File: src/rtl/softstart_regs.svh
// Register offsets, field positions, reset values and timing counts.
`ifndef SOFTSTART_REGS_SVH
`define SOFTSTART_REGS_SVH

// Register byte offsets.
`define REG_CTRL 8'h00
`define REG_STATUS 8'h04
`define REG_IRQ_STATUS 8'h08
`define REG_IRQ_MASK 8'h0c
`define REG_REFERENCE 8'h10

// Control register fields.
`define CTRL_RUN_BIT 0
`define CTRL_RESET_VALUE 32'h0000_0001

// Status register fields.
`define STATUS_STATE_LSB 0
`define STATUS_PG_BIT 4
`define STATUS_FAULT_BIT 5
`define STATUS_UV_EN_BIT 6
`define STATUS_PG_EN_BIT 7

// Interrupt event bits.
`define EV_RAMP_DONE 0
`define EV_UV_TRIP 1
`define EV_OV_TRIP 2
`define EV_SUPPLY_LOSS 3
`define EV_INHIBIT 4
`define EV_WIDTH 5
`define IRQ_MASK_RESET 5'h00

// Soft-start length in oscillator periods.
`define RAMP_PERIODS 2048
// Under-voltage trip enable level in millivolts (0.6 V).
`define UV_ENABLE_MV 600
// Window limits in percent.
`define PG_LOW_PCT 88
`define PG_HIGH_PCT 112
`define UV_PCT 60
`define OV_PCT 125

`endif

File: src/rtl/softstart_pkg.sv
// Types shared by the soft-start sequencer.
package softstart_pkg;
   typedef enum logic [2:0] {
      s_off,
      s_ramp,
      s_run,
      s_fault_uv,
      s_fault_ov
   } seq_state_t;
endpackage : softstart_pkg

File: src/rtl/phase_pwm.sv
// Two-phase PWM generator with phases 180 degrees apart.
`timescale 1ns/1ps
module phase_pwm
   #(parameter int PERIOD_W = 8)
   (
   input wire logic clk_i,
   input wire logic rst_i,
   input wire logic [PERIOD_W-1:0] period_i,
   input wire logic [PERIOD_W-1:0] duty_i,
   output logic osc_tick_o,
   output logic [1:0] pwm_o
   );

   logic [PERIOD_W-1:0] count;
   logic [PERIOD_W-1:0] half;

   assign half = period_i >> 1;

   // One count runs the oscillator; its wrap is the switching tick.
   always_ff @(posedge clk_i)
   begin
      if (rst_i || count >= period_i - 1'b1)
      begin
         count <= '0;
      end
      else
      begin
         count <= count + 1'b1;
      end
   end

   assign osc_tick_o = (count == '0);

   always_ff @(posedge clk_i)
   begin
      if (rst_i)
      begin
         pwm_o <= 2'b00;
      end
      else
      begin
         pwm_o[0] <= (count < duty_i);
         if (count >= half)
         begin
            pwm_o[1] <= ((count - half) < duty_i);
         end
         else
         begin
            pwm_o[1] <= ((count + (period_i - half)) < duty_i);
         end
      end
   end
endmodule : phase_pwm

File: src/rtl/window_compare.sv
// Digital window comparator of the sensed output against references.
`timescale 1ns/1ps
module window_compare
   #(parameter int VW = 12)
   (
   input wire logic [VW-1:0] sense_i,
   input wire logic [VW-1:0] ramp_ref_i,
   input wire logic [VW-1:0] final_ref_i,
   output logic in_window_o,
   output logic under_o,
   output logic over_o
   );

   `include "softstart_regs.svh"

   function automatic logic [VW+7:0] pct(input logic [VW-1:0] v,
                                         input logic [7:0] p);
      pct = (VW+8)'(v) * (VW+8)'(p);
   endfunction : pct

   logic [VW+7:0] s100;

   assign s100 = (VW+8)'(sense_i) * (VW+8)'(100);
   assign in_window_o = (s100 >= pct(final_ref_i, 8'(`PG_LOW_PCT)))
      && (s100 <= pct(final_ref_i, 8'(`PG_HIGH_PCT)));
   assign under_o = s100 < pct(ramp_ref_i, 8'(`UV_PCT));
   assign over_o = s100 >= pct(final_ref_i, 8'(`OV_PCT));
endmodule : window_compare

File: src/rtl/softstart_seq.sv
// Soft-start, inhibit and shutdown sequencer for a two-phase regulator.
// Summary of operation
// - Ramp reference from zero to code value over exactly 2048 periods.
// - Start switching both transistors of each phase when ramp starts.
// - After ramp ends enable power-good; drive it high in regulation.
// - Keep under-voltage trip off until reference reaches 0.6 V.
// - No soft-start unless both supplies exceed turn-on thresholds.
// - Shut down if either supply falls to under-voltage; in a latched over-voltage fault only the control supply does.
// - Enable low turns off transistors and protections until released, except in a latched over-voltage fault.
// - On power-down regulate until control supply is below threshold.
// - Drive the two phases 180 degrees apart.
// - Power-good low in soft-start, then low outside 12 percent window.
// - Output below 60 percent for over one period latches a fault.
// - Output at 125 percent: low sides on, high sides off, latched.
// - Under-voltage from ramping reference, over-voltage from final one.
//
// Added by the designer: the Wishbone register port and the register addresses.
`timescale 1ns/1ps
module softstart_seq
   import softstart_pkg::*;
   #(parameter int VW = 12,
     parameter int CODE_W = 6,
     parameter int PERIOD_W = 8,
     parameter int RAMP_W = 11,
     parameter logic [VW-1:0] REF_BASE_MV = 12'd800,
     parameter logic [VW-1:0] REF_STEP_MV = 12'd12,
     parameter logic [PERIOD_W-1:0] OSC_PERIOD = 8'd100)
   (
   input wire logic clk_i,
   input wire logic rst_i,
   input wire logic [7:0] adr_i,
   input wire logic [31:0] dat_i,
   input wire logic [3:0] sel_i,
   input wire logic we_i,
   input wire logic cyc_i,
   input wire logic stb_i,
   output logic [31:0] dat_o,
   output logic ack_o,
   output logic irq_o,
   input wire logic ctrl_supply_ok_i,
   input wire logic driver_supply_ok_i,
   input wire logic output_enable_input_i,
   input wire logic [CODE_W-1:0] voltage_code_inputs_i,
   input wire logic [VW-1:0] sensed_output_voltage_i,
   input wire logic [PERIOD_W-1:0] duty_i,
   output logic [1:0] high_side_o,
   output logic [1:0] low_side_o,
   output logic regulation_ok_output_o,
   output logic regulation_ok_output_oe_o,
   output logic fault_indicator_output_o
   );

   `include "softstart_regs.svh"

   ////////////////////////////////////////////////////////////////////
   // Pin synchronisers.
   logic [3:0] pin_meta;
   logic [3:0] pin_sync;
   logic [CODE_W-1:0] code_meta;
   logic [CODE_W-1:0] code_sync;
   logic [VW-1:0] sense_meta;
   logic [VW-1:0] sense_sync;

   always_ff @(posedge clk_i)
   begin
      pin_meta <= {output_enable_input_i, driver_supply_ok_i,
                   ctrl_supply_ok_i, 1'b0};
      pin_sync <= pin_meta;
      code_meta <= voltage_code_inputs_i;
      code_sync <= code_meta;
      sense_meta <= sensed_output_voltage_i;
      sense_sync <= sense_meta;
   end

   logic ctrl_ok;
   logic drv_ok;
   logic enable_in;

   assign ctrl_ok = pin_sync[1];
   assign drv_ok = pin_sync[2];
   assign enable_in = pin_sync[3];

   ////////////////////////////////////////////////////////////////////
   // Oscillator, PWM and comparators.
   logic osc_tick;
   logic [1:0] pwm;
   logic in_window;
   logic under;
   logic over;
   logic [VW-1:0] final_ref;
   logic [VW-1:0] ramp_ref;
   logic [RAMP_W:0] ramp_count;
   seq_state_t state;
   logic run_en;

   phase_pwm #(.PERIOD_W(PERIOD_W)) u_pwm (
      .clk_i(clk_i),
      .rst_i(rst_i),
      .period_i(OSC_PERIOD),
      .duty_i(duty_i),
      .osc_tick_o(osc_tick),
      .pwm_o(pwm)
   );

   window_compare #(.VW(VW)) u_cmp (
      .sense_i(sense_sync),
      .ramp_ref_i(ramp_ref),
      .final_ref_i(final_ref),
      .in_window_o(in_window),
      .under_o(under),
      .over_o(over)
   );

   function automatic logic [VW-1:0] code_to_mv(input logic [CODE_W-1:0] c);
      code_to_mv = REF_BASE_MV + VW'(c) * REF_STEP_MV;
   endfunction : code_to_mv

   assign final_ref = code_to_mv(code_sync);

   assign ramp_ref = (state == s_ramp) ?
      VW'(((VW+RAMP_W+1)'(final_ref) * (VW+RAMP_W+1)'(ramp_count))
          >> RAMP_W) :
      ((state == s_run) ? final_ref : '0);

   logic supplies_ok;
   logic inhibit;
   logic uv_enable;
   logic pg_enable;
   logic uv_pending;

   assign supplies_ok = ctrl_ok && drv_ok;
   assign inhibit = !enable_in;
   assign uv_enable = (state == s_run) ||
      ((state == s_ramp) && (ramp_ref >= VW'(`UV_ENABLE_MV)));
   assign pg_enable = (state == s_run);

   ////////////////////////////////////////////////////////////////////
   // Sequencer state.
   always_ff @(posedge clk_i)
   begin
      if (rst_i)
      begin
         state <= s_off;
      end
      else
      begin
         case (state)
            s_off:
            begin
               if (supplies_ok && !inhibit && run_en)
               begin
                  state <= s_ramp;
               end
            end
            s_ramp, s_run:
            begin
               if (!inhibit && over)
               begin
                  state <= s_fault_ov;
               end
               else if (!inhibit && uv_enable && under && uv_pending
                        && osc_tick)
               begin
                  state <= s_fault_uv;
               end
               else if (!supplies_ok || inhibit || !run_en)
               begin
                  state <= s_off;
               end
               else if (state == s_ramp && osc_tick &&
                        ramp_count == (RAMP_W+1)'(`RAMP_PERIODS - 1))
               begin
                  state <= s_run;
               end
            end
            default:
            begin
               // Latched faults clear only when the control supply drops.
               if (!ctrl_ok)
               begin
                  state <= s_off;
               end
            end
         endcase
      end
   end

   always_ff @(posedge clk_i)
   begin
      if (rst_i || state != s_ramp)
      begin
         ramp_count <= '0;
      end
      else if (osc_tick)
      begin
         ramp_count <= ramp_count + 1'b1;
      end
   end

   // Under-voltage must persist past one full oscillator period.
   always_ff @(posedge clk_i)
   begin
      if (rst_i || !under || !uv_enable)
      begin
         uv_pending <= 1'b0;
      end
      else if (osc_tick)
      begin
         uv_pending <= 1'b1;
      end
   end

   ////////////////////////////////////////////////////////////////////
   // Gate drive and status pins.
   always_ff @(posedge clk_i)
   begin
      if (rst_i)
      begin
         high_side_o <= 2'b00;
         low_side_o <= 2'b00;
      end
      else if (state == s_fault_ov)
      begin
         high_side_o <= 2'b00;
         low_side_o <= 2'b11;
      end
      else if (state == s_ramp || state == s_run)
      begin
         high_side_o <= pwm;
         low_side_o <= ~pwm;
      end
      else
      begin
         high_side_o <= 2'b00;
         low_side_o <= 2'b00;
      end
   end

   always_ff @(posedge clk_i)
   begin
      if (rst_i)
      begin
         regulation_ok_output_o <= 1'b0;
         regulation_ok_output_oe_o <= 1'b1;
         fault_indicator_output_o <= 1'b0;
      end
      else
      begin
         regulation_ok_output_o <= 1'b0;
         regulation_ok_output_oe_o <= !(pg_enable && in_window);
         fault_indicator_output_o <= (state == s_fault_uv) ||
                                     (state == s_fault_ov);
      end
   end

   ////////////////////////////////////////////////////////////////////
   // Interrupt status and Wishbone slave.
   logic [`EV_WIDTH-1:0] events;
   logic [`EV_WIDTH-1:0] irq_status;
   logic [`EV_WIDTH-1:0] irq_mask;
   logic prev_supplies;
   logic prev_inhibit;
   logic [31:0] next_dat;
   logic bus_req;
   logic rd_status;

   assign bus_req = cyc_i && stb_i && !ack_o;
   assign rd_status = bus_req && !we_i && adr_i == `REG_IRQ_STATUS;

   always_ff @(posedge clk_i)
   begin
      prev_supplies <= rst_i ? 1'b0 : supplies_ok;
      prev_inhibit <= rst_i ? 1'b0 : inhibit;
   end

   always_comb
   begin
      events = '0;
      events[`EV_RAMP_DONE] = (state == s_ramp) && osc_tick &&
         ramp_count == (RAMP_W+1)'(`RAMP_PERIODS - 1);
      events[`EV_UV_TRIP] = (state == s_fault_uv) && (ramp_count == '0)
         && !fault_indicator_output_o;
      events[`EV_OV_TRIP] = (state == s_fault_ov) &&
         !fault_indicator_output_o;
      events[`EV_SUPPLY_LOSS] = prev_supplies && !supplies_ok;
      events[`EV_INHIBIT] = !prev_inhibit && inhibit;
   end

   // A new event in the clearing read's cycle stays set.
   always_ff @(posedge clk_i)
   begin
      if (rst_i)
      begin
         irq_status <= '0;
      end
      else
      begin
         irq_status <= (rd_status ? '0 : irq_status) | events;
      end
   end

   always_ff @(posedge clk_i)
   begin
      if (rst_i)
      begin
         irq_o <= 1'b0;
      end
      else
      begin
         irq_o <= |(irq_status & irq_mask);
      end
   end

   always_ff @(posedge clk_i)
   begin
      if (rst_i)
      begin
         run_en <= 1'(`CTRL_RESET_VALUE >> `CTRL_RUN_BIT);
         irq_mask <= `IRQ_MASK_RESET;
      end
      else if (bus_req && we_i && sel_i[0])
      begin
         if (adr_i == `REG_CTRL)
         begin
            run_en <= dat_i[`CTRL_RUN_BIT];
         end
         else if (adr_i == `REG_IRQ_MASK)
         begin
            irq_mask <= dat_i[`EV_WIDTH-1:0];
         end
      end
   end

   always_comb
   begin
      next_dat = 32'h0000_0000;
      if (adr_i == `REG_CTRL)
      begin
         next_dat[`CTRL_RUN_BIT] = run_en;
      end
      else if (adr_i == `REG_STATUS)
      begin
         next_dat[`STATUS_STATE_LSB +: 3] = state;
         next_dat[`STATUS_PG_BIT] = !regulation_ok_output_oe_o;
         next_dat[`STATUS_FAULT_BIT] = fault_indicator_output_o;
         next_dat[`STATUS_UV_EN_BIT] = uv_enable;
         next_dat[`STATUS_PG_EN_BIT] = pg_enable;
      end
      else if (adr_i == `REG_IRQ_STATUS)
      begin
         next_dat[`EV_WIDTH-1:0] = irq_status;
      end
      else if (adr_i == `REG_IRQ_MASK)
      begin
         next_dat[`EV_WIDTH-1:0] = irq_mask;
      end
      else if (adr_i == `REG_REFERENCE)
      begin
         next_dat[VW-1:0] = ramp_ref;
      end
   end

   // Unmapped addresses still ack and read as zero.
   always_ff @(posedge clk_i)
   begin
      if (rst_i)
      begin
         ack_o <= 1'b0;
         dat_o <= 32'h0000_0000;
      end
      else
      begin
         ack_o <= bus_req;
         dat_o <= bus_req ? next_dat : 32'h0000_0000;
      end
   end
endmodule : softstart_seq

File: config.mk
export PLATFORM = sky130hd
export DESIGN_NAME = softstart_seq
export DESIGN_NICKNAME = d
export VERILOG_FILES = /design/src/rtl/softstart_pkg.sv /design/src/rtl/phase_pwm.sv /design/src/rtl/window_compare.sv /design/src/rtl/softstart_seq.sv
export VERILOG_INCLUDE_DIRS = /design/src /design/src/rtl
export SDC_FILE = /design/constraint.sdc
export NUM_CORES = 1
export LEC_CHECK = 0
export BUFFER_PORTS_ARGS = -buffer_cell sky130_fd_sc_hd__buf_2
export CAP_MARGIN = 15
export CORE_UTILIZATION = 57
export DETAILED_ROUTE_END_ITERATION = 6
export PLACE_DENSITY = 0.78
export SYNTH_ARGS = -nofsm -noshare
export SYNTH_HDL_FRONTEND = slang
export SYNTH_SLANG_ARGS = --single-unit
export TNS_END_PERCENT = 10
File: constraint.sdc
create_clock -name clk_i -period 10.4 [get_ports clk_i]
set_input_delay 0.52 -clock clk_i [delete_from_list [all_inputs] [get_ports clk_i]]
set_output_delay 0.52 -clock clk_i [all_outputs]
set_load 0.02 [all_outputs]
======== Word-level counts from Yosys, hierarchy flattened ========
Cells that the tools add are included.
word-level totals
  register bits ........................... 121
  word-level logic and storage cells ...... 148
operators by class
  add/subtract/negate cells ............... 5
  multipliers ............................. 7
  order comparisons ....................... 10
  equality and inequality tests ........... 13
  mux-type cells .......................... 21
  bitwise logic cells ..................... 7
  reduce and logical (&&, ||, !) cells .... 58
operators with widths
  kind                    count
  $ge 19x19->1            2
  $logic_and 1x1->1       24
  $lt 8x8->1              3
  $mux 12                 2
  $mul 11x12->23          1
  $mux 3                  7
  $le 19x19->1            1
  $lt 19x18->1            1
  $mul 11x7->18 const B   1
  $mul 12x5->17 const B   1
  $eq 8x4->1 const B      2
  $logic_not 8->1         2
  $mul 12x4->16 const B   1
  $mul 11x4->15 const B   1
  $mux 5                  3
  $mul 11x3->14 const B   1
  $mux 7                  2
  $add 12x1->12 const B   1
  $eq 12x11->1 const B    1
  $ge 12x10->1 const B    1
  $logic_not 12->1        1
  $add 10x10->11 const A  1
  $logic_not 1->1         11
  $mux 11                 1
  other kinds (31)        49

======== Logic depth before layout (Yosys ltp) ========
Gate-level depths: netlist (run 1).
  depth after elaboration ................. 14
  depth in mapped cells ................... 49
  gate-level depth less buffers ........... 48

======== Hierarchy ========
From an unflattened synthesis (run 1), not the netlist that was laid out.
second synthesis, totals
  cells, all modules ...................... 1893
  area, all modules ....................... 16385.7 sq um
by module, submodules not included
  module          times used  cells an instance  area an instance (sq um)
  softstart_seq   1           852                7358.3
  window_compare  1           802                7034.2
  phase_pwm       1           239                1993.2

======== Least setup slack after synthesis (run 1) ========
OpenSTA, ideal clock, no wires.
  kind .................................... register to register
  start ................................... reg code_sync[0]
  end ..................................... reg state[0]
  library setup time ...................... 101 ps
  arrival time ............................ 11158 ps
  slack ................................... -859 ps
  cell stages (with the launch flop) ...... 46
  path through ............................ dfxtp_1 > ha_1 > fa_1 > xnor2_1 > inv_1 > ha_1 > o21ai_0 > a221oi_1 > a211oi_1 > clkbuf_1 > inv_1 > nor2_1 > fa_1 > inv_1 > fa_1 > fa_1 > inv_1 > fa_1 > [... 10 more ...] > ha_1 > inv_1 > fa_1 > inv_1 > ha_1 > and2_1 > o21a_1 > a41o_1 > o41a_1 > xnor2_1 > ha_1 > a211oi_1 > nand2_1 > a41oi_1 > a2111oi_0 > a211oi_1 > nand2b_1 > o41ai_1
on the way
  word-level cells in the longest chain between the ends .. 14
  elaborated cells on any way between the ends .. 22
  those cells by class .................... 1 x add/sub; 4 x mul; 3 x order compare; 1 x eq/ne; 5 x mux; 8 x reduce/logical
ends and longest elaborated chain
  element                                               line                                        text
  start, declared                                       softstart_seq.sv:60                         logic [CODE_W-1:0] code_sync;
  start signal, assigned                                softstart_seq.sv:70                         code_sync <= code_meta;
  $mul 6x2->8 (*)                                       softstart_seq.sv:115                        code_to_mv = REF_BASE_MV + VW'(c) * REF_STEP_MV;
  $add 10x10->11 (*)                                    softstart_seq.sv:115
  $mul 11x12->23 / $mux 11 (equally long branches)      softstart_seq.sv:121, softstart_seq.sv:123
  $mux 12 (*)                                           softstart_seq.sv:120                        assign ramp_ref = (state == s_ramp) ?
  named net ramp_ref[9]                                 softstart_seq.sv:91                         logic [VW-1:0] ramp_ref;
  branches (longest 4 deep; another with $lt 19x18->1)  --
  $logic_and 1x1->1 (*) (2 in series)                   softstart_seq.sv:161                        else if (!inhibit && uv_enable && under && uv_pending
  $logic_and 1x1->1 (*)                                 softstart_seq.sv:162                        && osc_tick)
  $mux 3                                                softstart_seq.sv:161
  $mux 3                                                softstart_seq.sv:157                        if (!inhibit && over)
  $pmux 3 s2                                            softstart_seq.sv:147                        case (state)
  end signal, assigned                                  softstart_seq.sv:152                        state <= s_ramp;
  end signal, assigned                                  softstart_seq.sv:159                        state <= s_fault_ov;
  end signal, assigned                                  softstart_seq.sv:164                        state <= s_fault_uv;
  end, declared                                         softstart_seq.sv:93                         seq_state_t state;
Mark *: on every way through the listed nets, which the timed path passes.
A chain may end at the register's enable or synchronous reset.

======== Worst setup path after layout (run 1) ========
  start ................................... reg code_sync[1]
  end ..................................... reg state[0]
The elaborated chain is that of the path after synthesis.

==> results of run 1 <==
state kept, by name (all words and copies together), names as in the netlist, 6 cells and up:
name         cells
u_pwm.count      8
dat_o           12
sense_sync      12
ramp_count      12
sense_meta      12
code_sync        6
code_meta        6
timing repair:
item / 4_1_cts / 5_1_grt
hold buffers: 0 / 0
buffers inserted: 15 / 7
cloned: 0 / 0
setup endpoints to repair: 3 / 3
pin swaps: 61 / 23
gates resized for setup: 60 / 13
synthesized netlist by cell type (4+ instances only):
cell	n	area (sq um)
ha_1	275	3440
o21bai_1	11	82.6
nor2b_1	16	100
and2_1	41	257
nand2_1	92	345
nor2_1	108	405
inv_1	281	1050
fa_1	124	2480
nor4_1	6	37.5
xnor2_1	61	534
o21a_1	14	105
mux2i_1	7	70.1
a21boi_0	4	30.0
and3_1	7	43.8
xor2_1	41	359
dfxtp_1	101	2020
nor3b_1	8	60.1
nor3_1	18	90.1
a31oi_1	7	43.8
a211oi_1	10	75.1
o21ai_0	41	205
nand4_1	17	106
clkbuf_1	30	113
buf_4	21	158
a21o_1	43	323
a22oi_1	7	52.6
nand3_1	17	85.1
or2_2	5	31.3
nand2b_1	12	75.1
or3_1	5	31.3
a21oi_1	63	315
how the worst max path moves through the flow:
stage	from	to	slack, ps	cells past startpoint
finish	code_sync[1]$_DFF_P_	state[0]$_SDFFE_PP0P_	-70	45
global route	code_sync[1]$_DFF_P_	state[0]$_SDFFE_PP0P_	-600	48
CTS	code_sync[1]$_DFF_P_	state[0]$_SDFFE_PP0P_	2	47
detailed placement	code_sync[1]$_DFF_P_	state[0]$_SDFFE_PP0P_	-460	43
global placement	code_sync[1]$_DFF_P_	state[0]$_SDFFE_PP0P_	-210	45
floorplan	code_sync[0]$_DFF_P_	state[0]$_SDFFE_PP0P_	9	43
power by group through the flow:
stage,Sequential [W],Clock (W),Combinational (W)
3_5_place_dp,0.000434,0,0.00377
6_report,0.000425,0.000368,0.00395
5_1_grt,0.000428,0.000385,0.00443
4_1_cts,0.000425,0.000369,0.00388
3_3_place_gp,0.000433,0,0.00361
2_1_floorplan,0.000429,0,0.00283
kinds of logic after synthesis:
kind of cell    Yosys count  share of synthesized area (%)
fa+ha+maj               401                           42.7
simple gates            371                           13.3
buf+inv                 337                           9.67
compound gates          257                           12.8
xor+xnor                102                           6.42
flops                   101                           14.5
mux                       8                          0.584
other cells               1                         0.0269
layout make-up:
cell class / count / area [sq um]
Tap cell: 319 / 399
Timing Repair Buffer: 197 / 1330
Clock buffer: 9 / 225
Clock inverter: 7 / 88.8
Antenna cell: 1 / 2.50
Multi-Input combinational cell: 1161 / 11100
Fill cell: 1853 / 7430
Inverter: 281 / 1060
Sequential cell: 101 / 2030
placed cells by master (no fill, tap or decap), types with 8 or more instances in the layout:
cell type	Yosys	routed
o21bai_1	11	11
nor2b_1	16	16
nor3b_1	8	8
dfxtp_1	101	99
and2_1	41	38
ha_4	0	14
buf_4	21	127
xnor2_2	0	9
nor3_1	18	16
nand4_1	17	17
nor2_1	108	106
conb_1	1	22
o21a_1	14	14
ha_1	275	260
a21oi_1	63	55
buf_2	2	67
o21ai_0	41	36
xor2_1	41	39
clkbuf_16	0	9
a21o_1	43	43
nand3_1	17	16
fa_1	124	120
xnor2_1	61	52
inv_1	281	276
nand2b_1	12	12
nand2_1	92	90
layer usage:
| layer | share of wire, % | vias to the layer above |
|---|---|---|
| li1 | - | 5522 |
| met1 | 43 | 5516 |
| met2 | 49 | 335 |
| met3 | 5.4 | 81 |
| met4 | 3.1 | 2 |
| met5 | 0.039 | - |
metrics by stage:
| stage | total power (W) | hold WS, ps | std cells | setup TNS [ps] |
|---|---|---|---|---|
| after floorplan | 0.00326 | 310 | 1599 | 0 |
| after global placement | 0.00404 | 310 | 2037 | -357 |
| after detailed placement | 0.00421 | 314 | 2037 | -1030 |
| after CTS | 0.00468 | 226 | 2068 | 0 |
| after global routing | 0.00525 | 224 | 2075 | -1640 |
| final | 0.00474 | 232 | 2076 | -95.1 |
==> metrics.txt, run 1 <==
# TYPE chip_impl_metric gauge
chip_impl_info{name="outcome",value="finished, violations left"} 1
chip_impl_info{name="violations",value="negative setup slack"} 1
chip_impl_metric{name="post_synth_num_cell_types",unit=""} 82
chip_impl_metric{name="antenna_found_initial",unit=""} 2
chip_impl_metric{name="maximum_vdd_drop",unit="uV"} 412
chip_impl_metric{name="finalNetCount",unit=""} 2228
chip_impl_metric{name="timing.critical_path.fanout_max",unit=""} 5
chip_impl_metric{name="clock_power_share",unit="%"} 7.8
chip_impl_info{name="cpLargestDelayFamily",value="adder cells"} 1
chip_impl_metric{name="synth_enable_flop_cells",unit=""} 0
chip_impl_metric{name="grt_start_max_net_pins",unit=""} 33
chip_impl_metric{name="synthesis.instances",unit=""} 1578
chip_impl_metric{name="timing.final.hold_violations",unit=""} 0
chip_impl_metric{name="worstSkewPairLatency",unit="ps"} 380
chip_impl_metric{name="critPathRequiredTime",unit="ps"} 10670
chip_impl_info{name="critical_path.reg2reg.endpoint",value="state[0]$_SDFFE_PP0P_"} 1
chip_impl_metric{name="drcViolationCount",unit=""} 0
chip_impl_metric{name="placed_cell_area",unit="sq um"} 15400
chip_impl_metric{name="gp_congestion",unit=""} 0.908
chip_impl_metric{name="synth_area_per_cell",unit="sq um"} 8.82
chip_impl_metric{name="cts_made_buffers",unit=""} 9
chip_impl_metric{name="timing_worst_slew_pin_value",unit="ps"} 1030
chip_impl_metric{name="final_min_period_over_clock_period",unit="%"} 101
chip_impl_metric{name="count_of_clock_tree_sinks",unit=""} 101
chip_impl_info{name="reg2reg_from",value="code_sync[1]$_DFF_P_"} 1
chip_impl_metric{name="finalWirelength",unit="um"} 33400
chip_impl_metric{name="grt.overflow.total",unit=""} 0
chip_impl_metric{name="coreArea",unit="sq um"} 23700
chip_impl_metric{name="report.final.slew_viol_count",unit=""} 0
chip_impl_metric{name="grt_pass1_wl",unit="um"} 55500
chip_impl_info{name="cts_tree",value="built"} 1
chip_impl_metric{name="met3_usage",unit="%"} 4.60
chip_impl_metric{name="timing.max_cap.violations",unit=""} 0
chip_impl_metric{name="share_of_total_power_in_sequential_cells",unit="%"} 9.0
chip_impl_metric{name="power.density",unit="nW/um^2"} 292
chip_impl_metric{name="timing.hold.worst_path_depth",unit=""} 1
chip_impl_metric{name="power_report.internal_total",unit="W"} 0.00232
chip_impl_metric{name="synthArstFlopShare",unit="%"} 0
chip_impl_info{name="min-delay-start",value="sensed_output_voltage_i[7]"} 1
chip_impl_metric{name="syn_area",unit="sq um"} 13900
chip_impl_metric{name="critical-path-max-stage-delay",unit="ps"} 540
chip_impl_info{name="grt_setup_unrepaired",value="true"} 1
chip_impl_info{name="ctsRootBufferMaster",value="clkbuf_16"} 1
chip_impl_metric{name="cells_on_worst_reg2reg_path",unit=""} 45
chip_impl_metric{name="number_of_top_level_design_ports",unit=""} 119
chip_impl_metric{name="vias",unit=""} 11456
chip_impl_metric{name="clock.fmax",unit="MHz"} 95.5
chip_impl_metric{name="die_width",unit="um"} 158
chip_impl_metric{name="setup_slack",unit="ps"} -70.6
chip_impl_metric{name="first_global_vias",unit=""} 11817
chip_impl_info{name="synth_flop_cell",value="dfxtp_1"} 1
chip_impl_metric{name="fin_skew",unit="ps"} 21.0
chip_impl_metric{name="hpwl",unit="um"} 26200
chip_impl_metric{name="cts.path.max_buffers",unit=""} 2
chip_impl_metric{name="grt_use_met1",unit="%"} 35.6
chip_impl_info{name="slowest_stage",value="fa_1"} 1
chip_impl_metric{name="critPathArrivalTime",unit="ps"} 10740
chip_impl_metric{name="syn2layout_area_growth",unit="%"} 16.8
chip_impl_metric{name="regToRegSetupSlack",unit="ps"} -70
chip_impl_metric{name="fp.dieH",unit="um"} 158
chip_impl_metric{name="die-area",unit="sq um"} 25000
chip_impl_metric{name="avgRoutedWirePerCell",unit="um"} 16.1
chip_impl_metric{name="total_leakage_power",unit="nW"} 8.48
chip_impl_metric{name="detail-route-antenna-nets",unit=""} 0
chip_impl_metric{name="placement.setup.worst_slack",unit="ps"} -457
chip_impl_metric{name="p_comb_share",unit="%"} 83.3
chip_impl_metric{name="power.net_switching",unit="W"} 0.00242
chip_impl_metric{name="htree_num_levels",unit=""} 3
chip_impl_metric{name="via_per_inst",unit=""} 5.52
chip_impl_metric{name="drt_iter0_drc",unit=""} 506
chip_impl_metric{name="finalInstanceArea",unit="sq um"} 16300
chip_impl_metric{name="finalWorstPathRequiredPeriod",unit="ps"} 10470
chip_impl_metric{name="rows",unit=""} 56
chip_impl_metric{name="share_of_layout_cells_above_drive_strength_1",unit="%"} 17.4
chip_impl_metric{name="port-buffer-count",unit=""} 67
chip_impl_metric{name="ys_seq_elements",unit=""} 101
chip_impl_metric{name="cp_num_buf_inv",unit=""} 9
chip_impl_info{name="cell_occurring_most_often_along_the_worst_timing_path",value="inv_1"} 1
chip_impl_metric{name="globalRouteTotalUtil",unit="%"} 28.3
chip_impl_metric{name="finish.utilization",unit="%"} 68.6
chip_impl_info{name="worstSetupPathType",value="reg -> reg"} 1
chip_impl_metric{name="yosysSeqAreaShare",unit="%"} 14.5
chip_impl_info{name="min_delay_worst_endpoint",value="sense_meta[7]$_DFF_P_"} 1
chip_impl_metric{name="setup_viol_count_final",unit=""} 2
chip_impl_metric{name="initial_utilization",unit="%"} 58.8
chip_impl_metric{name="gr-usage-met2",unit="%"} 48.5
chip_impl_info{name="critPathLaunchType",value="flip-flop"} 1
chip_impl_info{name="critical_path_endpoint_category",value="flip-flop"} 1
chip_impl_metric{name="yosys_warnings",unit=""} 0
chip_impl_info{name="grt_peak_use_layer",value="met2"} 1
chip_impl_metric{name="slew-limit-headroom",unit="%"} 30.7
chip_impl_metric{name="switching_share",unit="%"} 51.1
chip_impl_metric{name="path_clk_slew",unit="ps"} 100
chip_impl_info{name="hold_class",value="in -> reg"} 1
chip_impl_metric{name="drt_pass1_iterations",unit=""} 5
Power figures use the tool's default switching activity.
==> inputs of run 2 (changes only) <==
- CORE_ASPECT_RATIO: default -> 0.6
==> run 2 against run 1 <==
Compared with the run above:
- the flow still finishes with violations (negative setup slack)
- global-route usage increased by 1.8 points
- clock skew increased by 1.2 ps
- register-to-register slack got worse by 210 ps
- via count increased by 0.81%
- largest power group unchanged
==> metrics.txt, run 2 (synthesis results as in run 1) <==
# TYPE chip_impl_metric gauge
chip_impl_metric{name="coreArea",unit="sq um"} 23500
chip_impl_metric{name="fin_tns_setup",unit="ps"} -773
chip_impl_metric{name="timing_worst_slew_pin_value",unit="ps"} 961
chip_impl_info{name="hold_class",value="in -> reg"} 1
chip_impl_metric{name="fin_skew",unit="ps"} 22.2
chip_impl_metric{name="totalPowerFinal",unit="W"} 0.00483
chip_impl_info{name="violations",value="negative setup slack"} 1
chip_impl_info{name="grt_setup_unrepaired",value="true"} 1
chip_impl_info{name="worstSetupPathType",value="reg -> reg"} 1
chip_impl_info{name="mostFrequentLayoutCell",value="inv_1"} 1
chip_impl_metric{name="path_clk_slew",unit="ps"} 100
chip_impl_info{name="critical_path_endpoint_category",value="flip-flop"} 1
chip_impl_metric{name="critical-path-max-stage-delay",unit="ps"} 580
chip_impl_metric{name="gp_congestion",unit=""} 0.909
chip_impl_metric{name="maximum_vdd_drop",unit="uV"} 510
chip_impl_metric{name="placement.setup.worst_slack",unit="ps"} -514
chip_impl_info{name="slowest_stage",value="fa_1"} 1
chip_impl_metric{name="finalInstanceArea",unit="sq um"} 16200
chip_impl_info{name="grt_peak_use_layer",value="met2"} 1
chip_impl_metric{name="initial_utilization",unit="%"} 59.2
chip_impl_metric{name="grt_start_max_net_pins",unit=""} 33
chip_impl_metric{name="antenna_found_initial",unit=""} 0
chip_impl_metric{name="share_of_layout_cells_above_drive_strength_1",unit="%"} 17.2
chip_impl_metric{name="cp_num_buf_inv",unit=""} 10
chip_impl_metric{name="timing.critical_path.fanout_max",unit=""} 5
chip_impl_metric{name="fp.dieH",unit="um"} 123
chip_impl_info{name="outcome",value="finished, violations left"} 1
chip_impl_metric{name="drt_pass1_iterations",unit=""} 6
chip_impl_metric{name="report.final.slew_viol_count",unit=""} 0
chip_impl_metric{name="worstSkewPairLatency",unit="ps"} 380
chip_impl_metric{name="first_global_vias",unit=""} 12028
chip_impl_info{name="cell_occurring_most_often_along_the_worst_timing_path",value="inv_1"} 1
chip_impl_metric{name="grt.overflow.total",unit=""} 0
chip_impl_metric{name="cts.path.max_buffers",unit=""} 2
chip_impl_metric{name="setup_viol_count_final",unit=""} 3
chip_impl_info{name="critPathLaunchType",value="flip-flop"} 1
chip_impl_metric{name="slew-limit-headroom",unit="%"} 35.4
chip_impl_metric{name="drt_iter0_drc",unit=""} 848
chip_impl_metric{name="drcViolationCount",unit=""} 0
chip_impl_metric{name="placed_cell_area",unit="sq um"} 15400
chip_impl_metric{name="finalWirelength",unit="um"} 35900
chip_impl_metric{name="final.fill_count",unit=""} 1795
chip_impl_metric{name="hpwl",unit="um"} 28900
chip_impl_metric{name="avgRoutedWirePerCell",unit="um"} 17.4
chip_impl_metric{name="dp.cells",unit=""} 2035
chip_impl_metric{name="finalWorstPathRequiredPeriod",unit="ps"} 10680
chip_impl_metric{name="clock.fmax",unit="MHz"} 93.6
chip_impl_info{name="ctsRootBufferMaster",value="clkbuf_16"} 1
chip_impl_metric{name="die_width",unit="um"} 204
chip_impl_metric{name="syn2layout_area_growth",unit="%"} 16.2
chip_impl_metric{name="critPathRequiredTime",unit="ps"} 10710
chip_impl_metric{name="via_per_inst",unit=""} 5.59
chip_impl_info{name="layout_common_cells",value="inv_1, ha_1, fa_1"} 1
chip_impl_metric{name="htree_num_levels",unit=""} 3
chip_impl_metric{name="number_of_top_level_design_ports",unit=""} 119
chip_impl_metric{name="port-buffer-count",unit=""} 67
chip_impl_metric{name="grt_pass1_wl",unit="um"} 59000
chip_impl_info{name="cts_tree",value="built"} 1
chip_impl_metric{name="finalNetCount",unit=""} 2220
chip_impl_metric{name="layout.cells.non_filler",unit=""} 2065
chip_impl_metric{name="vias",unit=""} 11549
chip_impl_metric{name="timing.max_cap.violations",unit=""} 0
chip_impl_metric{name="final_min_period_over_clock_period",unit="%"} 103
chip_impl_metric{name="count_of_clock_tree_sinks",unit=""} 101
chip_impl_metric{name="die-area",unit="sq um"} 25100
chip_impl_metric{name="grt_use_met1",unit="%"} 40.1
chip_impl_metric{name="power.density",unit="nW/um^2"} 299
chip_impl_metric{name="globalRouteTotalUtil",unit="%"} 30.1
chip_impl_metric{name="setup_slack",unit="ps"} -285
chip_impl_metric{name="critPathArrivalTime",unit="ps"} 10990
chip_impl_metric{name="ctsHoldBuffers",unit=""} 0
chip_impl_metric{name="cts_made_buffers",unit=""} 9
chip_impl_metric{name="total_leakage_power",unit="nW"} 8.41
chip_impl_info{name="cpLargestDelayFamily",value="adder cells"} 1
chip_impl_metric{name="met3_usage",unit="%"} 7.62
chip_impl_metric{name="detail-route-antenna-nets",unit=""} 0
chip_impl_metric{name="rows",unit=""} 43
chip_impl_metric{name="timing.final.hold_violations",unit=""} 0
chip_impl_metric{name="gr-usage-met2",unit="%"} 48.6
==> run 2: cell count changes in the layout (fill, tap and decap cells not counted), sizes merged <==
cell,delta
buf,-9
bufinv,+1
clkbuf,+1
clkinv,-1
diode,+1
==> run 2: per-layer routing <==
metal | part of all wire, % | vias to the layer above
met1 | 45 | 5542
met2 | 44 | 456
li1 | - | 5497
met4 | 1.7 | 0
met5 | 0 | -
met3 | 8.8 | 54
==> run 2: final cells by class <==
| class | instances | area (sq um) | share of cell area [%] |
|---|---|---|---|
| Timing Repair Buffer | 189 | 1260 | 7.80 |
| Inverter | 281 | 1060 | 6.56 |
| Tap cell | 315 | 394 | 2.44 |
| Antenna cell | 2 | 5.00 | 0.0309 |
| Clock buffer | 9 | 225 | 1.39 |
| Sequential cell | 101 | 2030 | 12.5 |
| Clock inverter | 7 | 100 | 0.619 |
| Multi-Input combinational cell | 1161 | 11100 | 68.6 |
==> run 2: metrics by stage <==
step,utilization [%],hold WS (ps)
6_report,68.8,237
5_1_grt,68.8,231
4_1_cts,68.7,233
3_5_place_dp,65.4,312
3_3_place_gp,65.4,311
2_1_floorplan,-,310
==> run 2: final timing paths <==
check | start | end | slack, ps | cells after the start
setup reg to reg | code_sync[0]$_DFF_P_ | state[1]$_SDFFE_PP0P_ | -280 | 47
setup / recovery | code_sync[0]$_DFF_P_ | state[1]$_SDFFE_PP0P_ | -280 | 47
hold reg to reg | sense_meta[9]$_DFF_P_ | sense_sync[9]$_DFF_P_ | 310 | 0
hold / removal | sensed_output_voltage_i[6] | sense_meta[6]$_DFF_P_ | 240 | 1
==> run 2: repair_timing <==
action / 4_1_cts / 5_1_grt
resized for setup: 65 / 8
buffers inserted: 11 / 0
hold endpoints to repair: 0 / 0
pin swaps: 65 / 14
setup endpoints to repair: 3 / 3
==> run 2: power by group <==
part	leakage, nW	internal, W	switching (W)	total (W)
Sequential	0.832	0.000406	0.0000204	0.000427
Clock	0.158	0.000195	0.000183	0.000378
Combinational	7.42	0.00177	0.00225	0.00403
Total	8.41	0.00237	0.00246	0.00483
==> inputs of run 3 (changes only) <==
- PLACE_DENSITY: 0.78 -> 0.77
- SYNTH_HIERARCHICAL: default -> 1
==> run 3 against run 2 <==
Compared with the run above:
- the run ends with design-rule violations, negative setup slack left
- cell count increased by 20%
- clock power is 5% lower
- hold slack gained 13 ps
- sequential cell count stayed put
- routed wire length is 18% higher
- global-route usage fell by 0.21 points
- sequential power about the same
- via count rose by 23%
- synthesized cell count grew 20%
==> metrics.txt, run 3 <==
# TYPE chip_impl_metric gauge
chip_impl_info{name="outcome",value="finished, violations left"} 1
chip_impl_info{name="violations",value="design-rule violations, negative setup slack"} 1
chip_impl_info{name="cell_occurring_most_often_along_the_worst_timing_path",value="buf_4"} 1
chip_impl_info{name="synth_most_common_cell",value="inv_1"} 1
chip_impl_metric{name="worstSkewPairLatency",unit="ps"} 360
chip_impl_metric{name="via_per_inst",unit=""} 5.74
chip_impl_metric{name="timing_worst_slew_pin_value",unit="ps"} 1130
chip_impl_metric{name="port-buffer-count",unit=""} 67
chip_impl_metric{name="synth_area_per_cell",unit="sq um"} 8.66
chip_impl_metric{name="die-area",unit="sq um"} 29500
chip_impl_metric{name="layout.cells.non_filler",unit=""} 2468
chip_impl_info{name="worstSetupPathType",value="reg -> reg"} 1
chip_impl_metric{name="share_of_layout_cells_above_drive_strength_1",unit="%"} 14.2
chip_impl_info{name="synth_flop_cell",value="dfxtp_1"} 1
chip_impl_info{name="min_delay_worst_endpoint",value="sense_meta[5]$_DFF_P_"} 1
chip_impl_metric{name="synth_enable_flop_cells",unit=""} 0
chip_impl_metric{name="grt.overflow.total",unit=""} 0
chip_impl_metric{name="number_of_top_level_design_ports",unit=""} 119
chip_impl_info{name="synth_top_area_cell",value="ha_1"} 1
chip_impl_metric{name="fin_skew",unit="ps"} 14.2
chip_impl_metric{name="count_of_clock_tree_sinks",unit=""} 101
chip_impl_metric{name="syn_area",unit="sq um"} 16400
chip_impl_metric{name="timing.max_cap.violations",unit=""} 0
chip_impl_metric{name="globalRouteTotalUtil",unit="%"} 29.9
chip_impl_metric{name="report.final.slew_viol_count",unit=""} 0
chip_impl_metric{name="timing.critical_path.fanout_max",unit=""} 6
chip_impl_metric{name="synthesis.instances",unit=""} 1893
chip_impl_metric{name="coreArea",unit="sq um"} 27900
chip_impl_metric{name="final_min_period_over_clock_period",unit="%"} 103
chip_impl_metric{name="yosys_warnings",unit=""} 6
chip_impl_metric{name="critPathRequiredTime",unit="ps"} 10690
chip_impl_metric{name="drcViolationCount",unit=""} 1
chip_impl_metric{name="syn2layout_area_growth",unit="%"} 14.4
chip_impl_metric{name="vias",unit=""} 14154
chip_impl_info{name="min-delay-start",value="sensed_output_voltage_i[5]"} 1
chip_impl_metric{name="synth_top_area_share",unit="%"} 24.1
chip_impl_metric{name="finalWorstPathRequiredPeriod",unit="ps"} 10670
chip_impl_metric{name="grt_start_max_net_pins",unit=""} 31
chip_impl_info{name="grt_setup_unrepaired",value="true"} 1
chip_impl_metric{name="path_clk_slew",unit="ps"} 80
chip_impl_metric{name="cells_on_worst_reg2reg_path",unit=""} 41
chip_impl_info{name="critPathLaunchType",value="flip-flop"} 1
chip_impl_metric{name="post_synth_num_cell_types",unit=""} 89
chip_impl_info{name="synth_top_cells_by_area",value="ha_1, fa_1, dfxtp_1"} 1
chip_impl_info{name="cts_tree",value="built"} 1
chip_impl_metric{name="initial_utilization",unit="%"} 58.7
chip_impl_metric{name="timing.hold.worst_path_depth",unit=""} 1
chip_impl_metric{name="regToRegSetupSlack",unit="ps"} -270
chip_impl_metric{name="yosysSeqAreaShare",unit="%"} 12.3
chip_impl_metric{name="critPathArrivalTime",unit="ps"} 10970
chip_impl_info{name="critical_path.reg2reg.endpoint",value="state[0]$_SDFFE_PP0P_"} 1
chip_impl_info{name="layout_common_cells",value="inv_1, ha_1, fa_1"} 1
chip_impl_metric{name="hold_slack",unit="ps"} 249
chip_impl_metric{name="maximum_vdd_drop",unit="uV"} 482
chip_impl_metric{name="drt_pass1_iterations",unit=""} 7
chip_impl_metric{name="placement.setup.worst_slack",unit="ps"} -448
chip_impl_metric{name="power.density",unit="nW/um^2"} 289
chip_impl_metric{name="totalPowerFinal",unit="W"} 0.00541
chip_impl_metric{name="setup_slack",unit="ps"} -272
chip_impl_metric{name="fp.dieH",unit="um"} 133
chip_impl_metric{name="timing.final.hold_violations",unit=""} 0
chip_impl_info{name="synthTopCellsByCount",value="inv_1, ha_1, fa_1, nand2_1, nor2_1"} 1
chip_impl_metric{name="finalWirelength",unit="um"} 42600
chip_impl_info{name="ctsRootBufferMaster",value="clkbuf_16"} 1
chip_impl_metric{name="first_global_vias",unit=""} 14174
chip_impl_metric{name="antenna_found_initial",unit=""} 0
chip_impl_info{name="hold_class",value="in -> reg"} 1
chip_impl_metric{name="grt_pass1_wl",unit="um"} 71100
chip_impl_metric{name="detail-route-antenna-nets",unit=""} 0
chip_impl_metric{name="rows",unit=""} 47
chip_impl_metric{name="avgRoutedWirePerCell",unit="um"} 17.3
chip_impl_metric{name="clock.fmax",unit="MHz"} 93.7
chip_impl_metric{name="final.fill_count",unit=""} 2181
chip_impl_info{name="reg2reg_from",value="code_sync[1]$_DFF_P_"} 1
chip_impl_metric{name="finalNetCount",unit=""} 2646
chip_impl_metric{name="synthArstFlopShare",unit="%"} 0
chip_impl_metric{name="critical-path-max-stage-delay",unit="ps"} 600
chip_impl_metric{name="insertedDiodeCount",unit=""} 0
chip_impl_info{name="mostFrequentLayoutCell",value="inv_1"} 1
chip_impl_metric{name="ctsHoldBuffers",unit=""} 0
chip_impl_metric{name="cts_made_buffers",unit=""} 9
chip_impl_metric{name="ys_seq_elements",unit=""} 101
chip_impl_metric{name="drt_iter0_drc",unit=""} 971
chip_impl_metric{name="htree_num_levels",unit=""} 3
chip_impl_metric{name="total_leakage_power",unit="nW"} 9.42
chip_impl_metric{name="setup_viol_count_final",unit=""} 2
chip_impl_metric{name="cts.path.max_buffers",unit=""} 2
chip_impl_metric{name="slew-limit-headroom",unit="%"} 23.8
chip_impl_info{name="critical_path_endpoint_category",value="flip-flop"} 1
chip_impl_metric{name="hpwl",unit="um"} 34900
chip_impl_metric{name="gp_congestion",unit=""} 0.929
chip_impl_metric{name="die_width",unit="um"} 221
chip_impl_metric{name="dp.cells",unit=""} 2441
chip_impl_info{name="slowest_stage",value="fa_1"} 1
[run 3: changes by cell type after synthesis, moves of 8 or more]
cell      delta
nor2_1      +11
inv_1       +38
a31oi_1     +11
nor2b_1     +13
ha_1        +40
nor3_1      +13
a21oi_1     +26
nand2_1     +44
nand3_1     +26
o211ai_1     +8
o21ai_1      +8
fa_1        +32
[run 3: layer usage]
metal  GRT usage, %  wire (um)  share of wire (%)
met1           42.8      19800                 46
met2           47.9      18700                 44
met3           4.83       3530                8.3
met4           5.67        567                1.3
met5              0          0                  0
[run 3: area by class of cell]
type                       count  area, sq um  share of cell area [%]
clock inverter                 6         83.8                   0.447
timing repair buffer         194         1310                    6.98
tap                          367          459                    2.45
sequential                   101         2030                    10.8
inverter                     319         1200                    6.41
clock buffer                   9          225                    1.20
multi-input combinational   1472        13400                    71.7
[run 3: worst max-delay path by stage]
stage	from	depth (start not counted)	to	slack [ps]
6_report	code_sync[1]$_DFF_P_	41	state[0]$_SDFFE_PP0P_	-270
3_3_place_gp	code_sync[2]$_DFF_P_	42	state[0]$_SDFFE_PP0P_	-340
5_1_grt	code_sync[1]$_DFF_P_	46	state[0]$_SDFFE_PP0P_	-640
4_1_cts	code_sync[1]$_DFF_P_	41	state[0]$_SDFFE_PP0P_	-100
2_1_floorplan	code_sync[0]$_DFF_P_	42	state[0]$_SDFFE_PP0P_	8
3_5_place_dp	code_sync[2]$_DFF_P_	44	state[0]$_SDFFE_PP0P_	-450
[run 3: power breakdown]
group	switching (W)	leakage, nW	total [W]	internal (W)
logic	0.00261	8.44	0.00463	0.00201
clock network	0.000168	0.151	0.000359	0.000191
registers	0.0000205	0.832	0.000425	0.000405
total	0.00280	9.42	0.00541	0.00261
[run 3: timing repair]
action | CTS | global route
cloned | 0 | 0
buffers inserted | 12 | 0
pin swaps | 50 | 2
endpoints found under the setup margin | 3 | 3
gates resized for setup | 51 | 1
[run 3: critical path, delay by kind of cell, from the launching register on]
family,cells,cell delay (ps)
muxes,2,420
DFF,1,350
AOI/OAI and AO/OA,10,2730
and+or+nand+nor,3,420
xor gates and xnor gates,4,720
adders and majority gates,12,4730
buffers and inverters,10,1220
[run 3: cell families (layout without fill, tap and decap cells)]
group                    Yosys count  after routing  synth area share, %
adder cells (fa/ha/maj)          471            471                 43.1
other                              2             59               0.0458
multiplexers                      13             13                0.809
XOR/XNOR                         104            104                 5.56
AND/OR/NAND/NOR                  498            498                 15.1
buffers and inverters            377            528                 9.17
flip-flops                       101            101                 12.3
AO/OA/AOI/OAI                    327            327                 13.9
[run 3: per-stage QoR]
stage,utilization [%],cell area (sq um),setup TNS (ps)
2_1_floorplan,-,16700,0
3_3_place_gp,64.6,18000,-708
3_5_place_dp,64.6,18000,-1040
4_1_cts,67.1,18700,-95.2
5_1_grt,67.1,18700,-1500
6_report,67.1,18700,-421
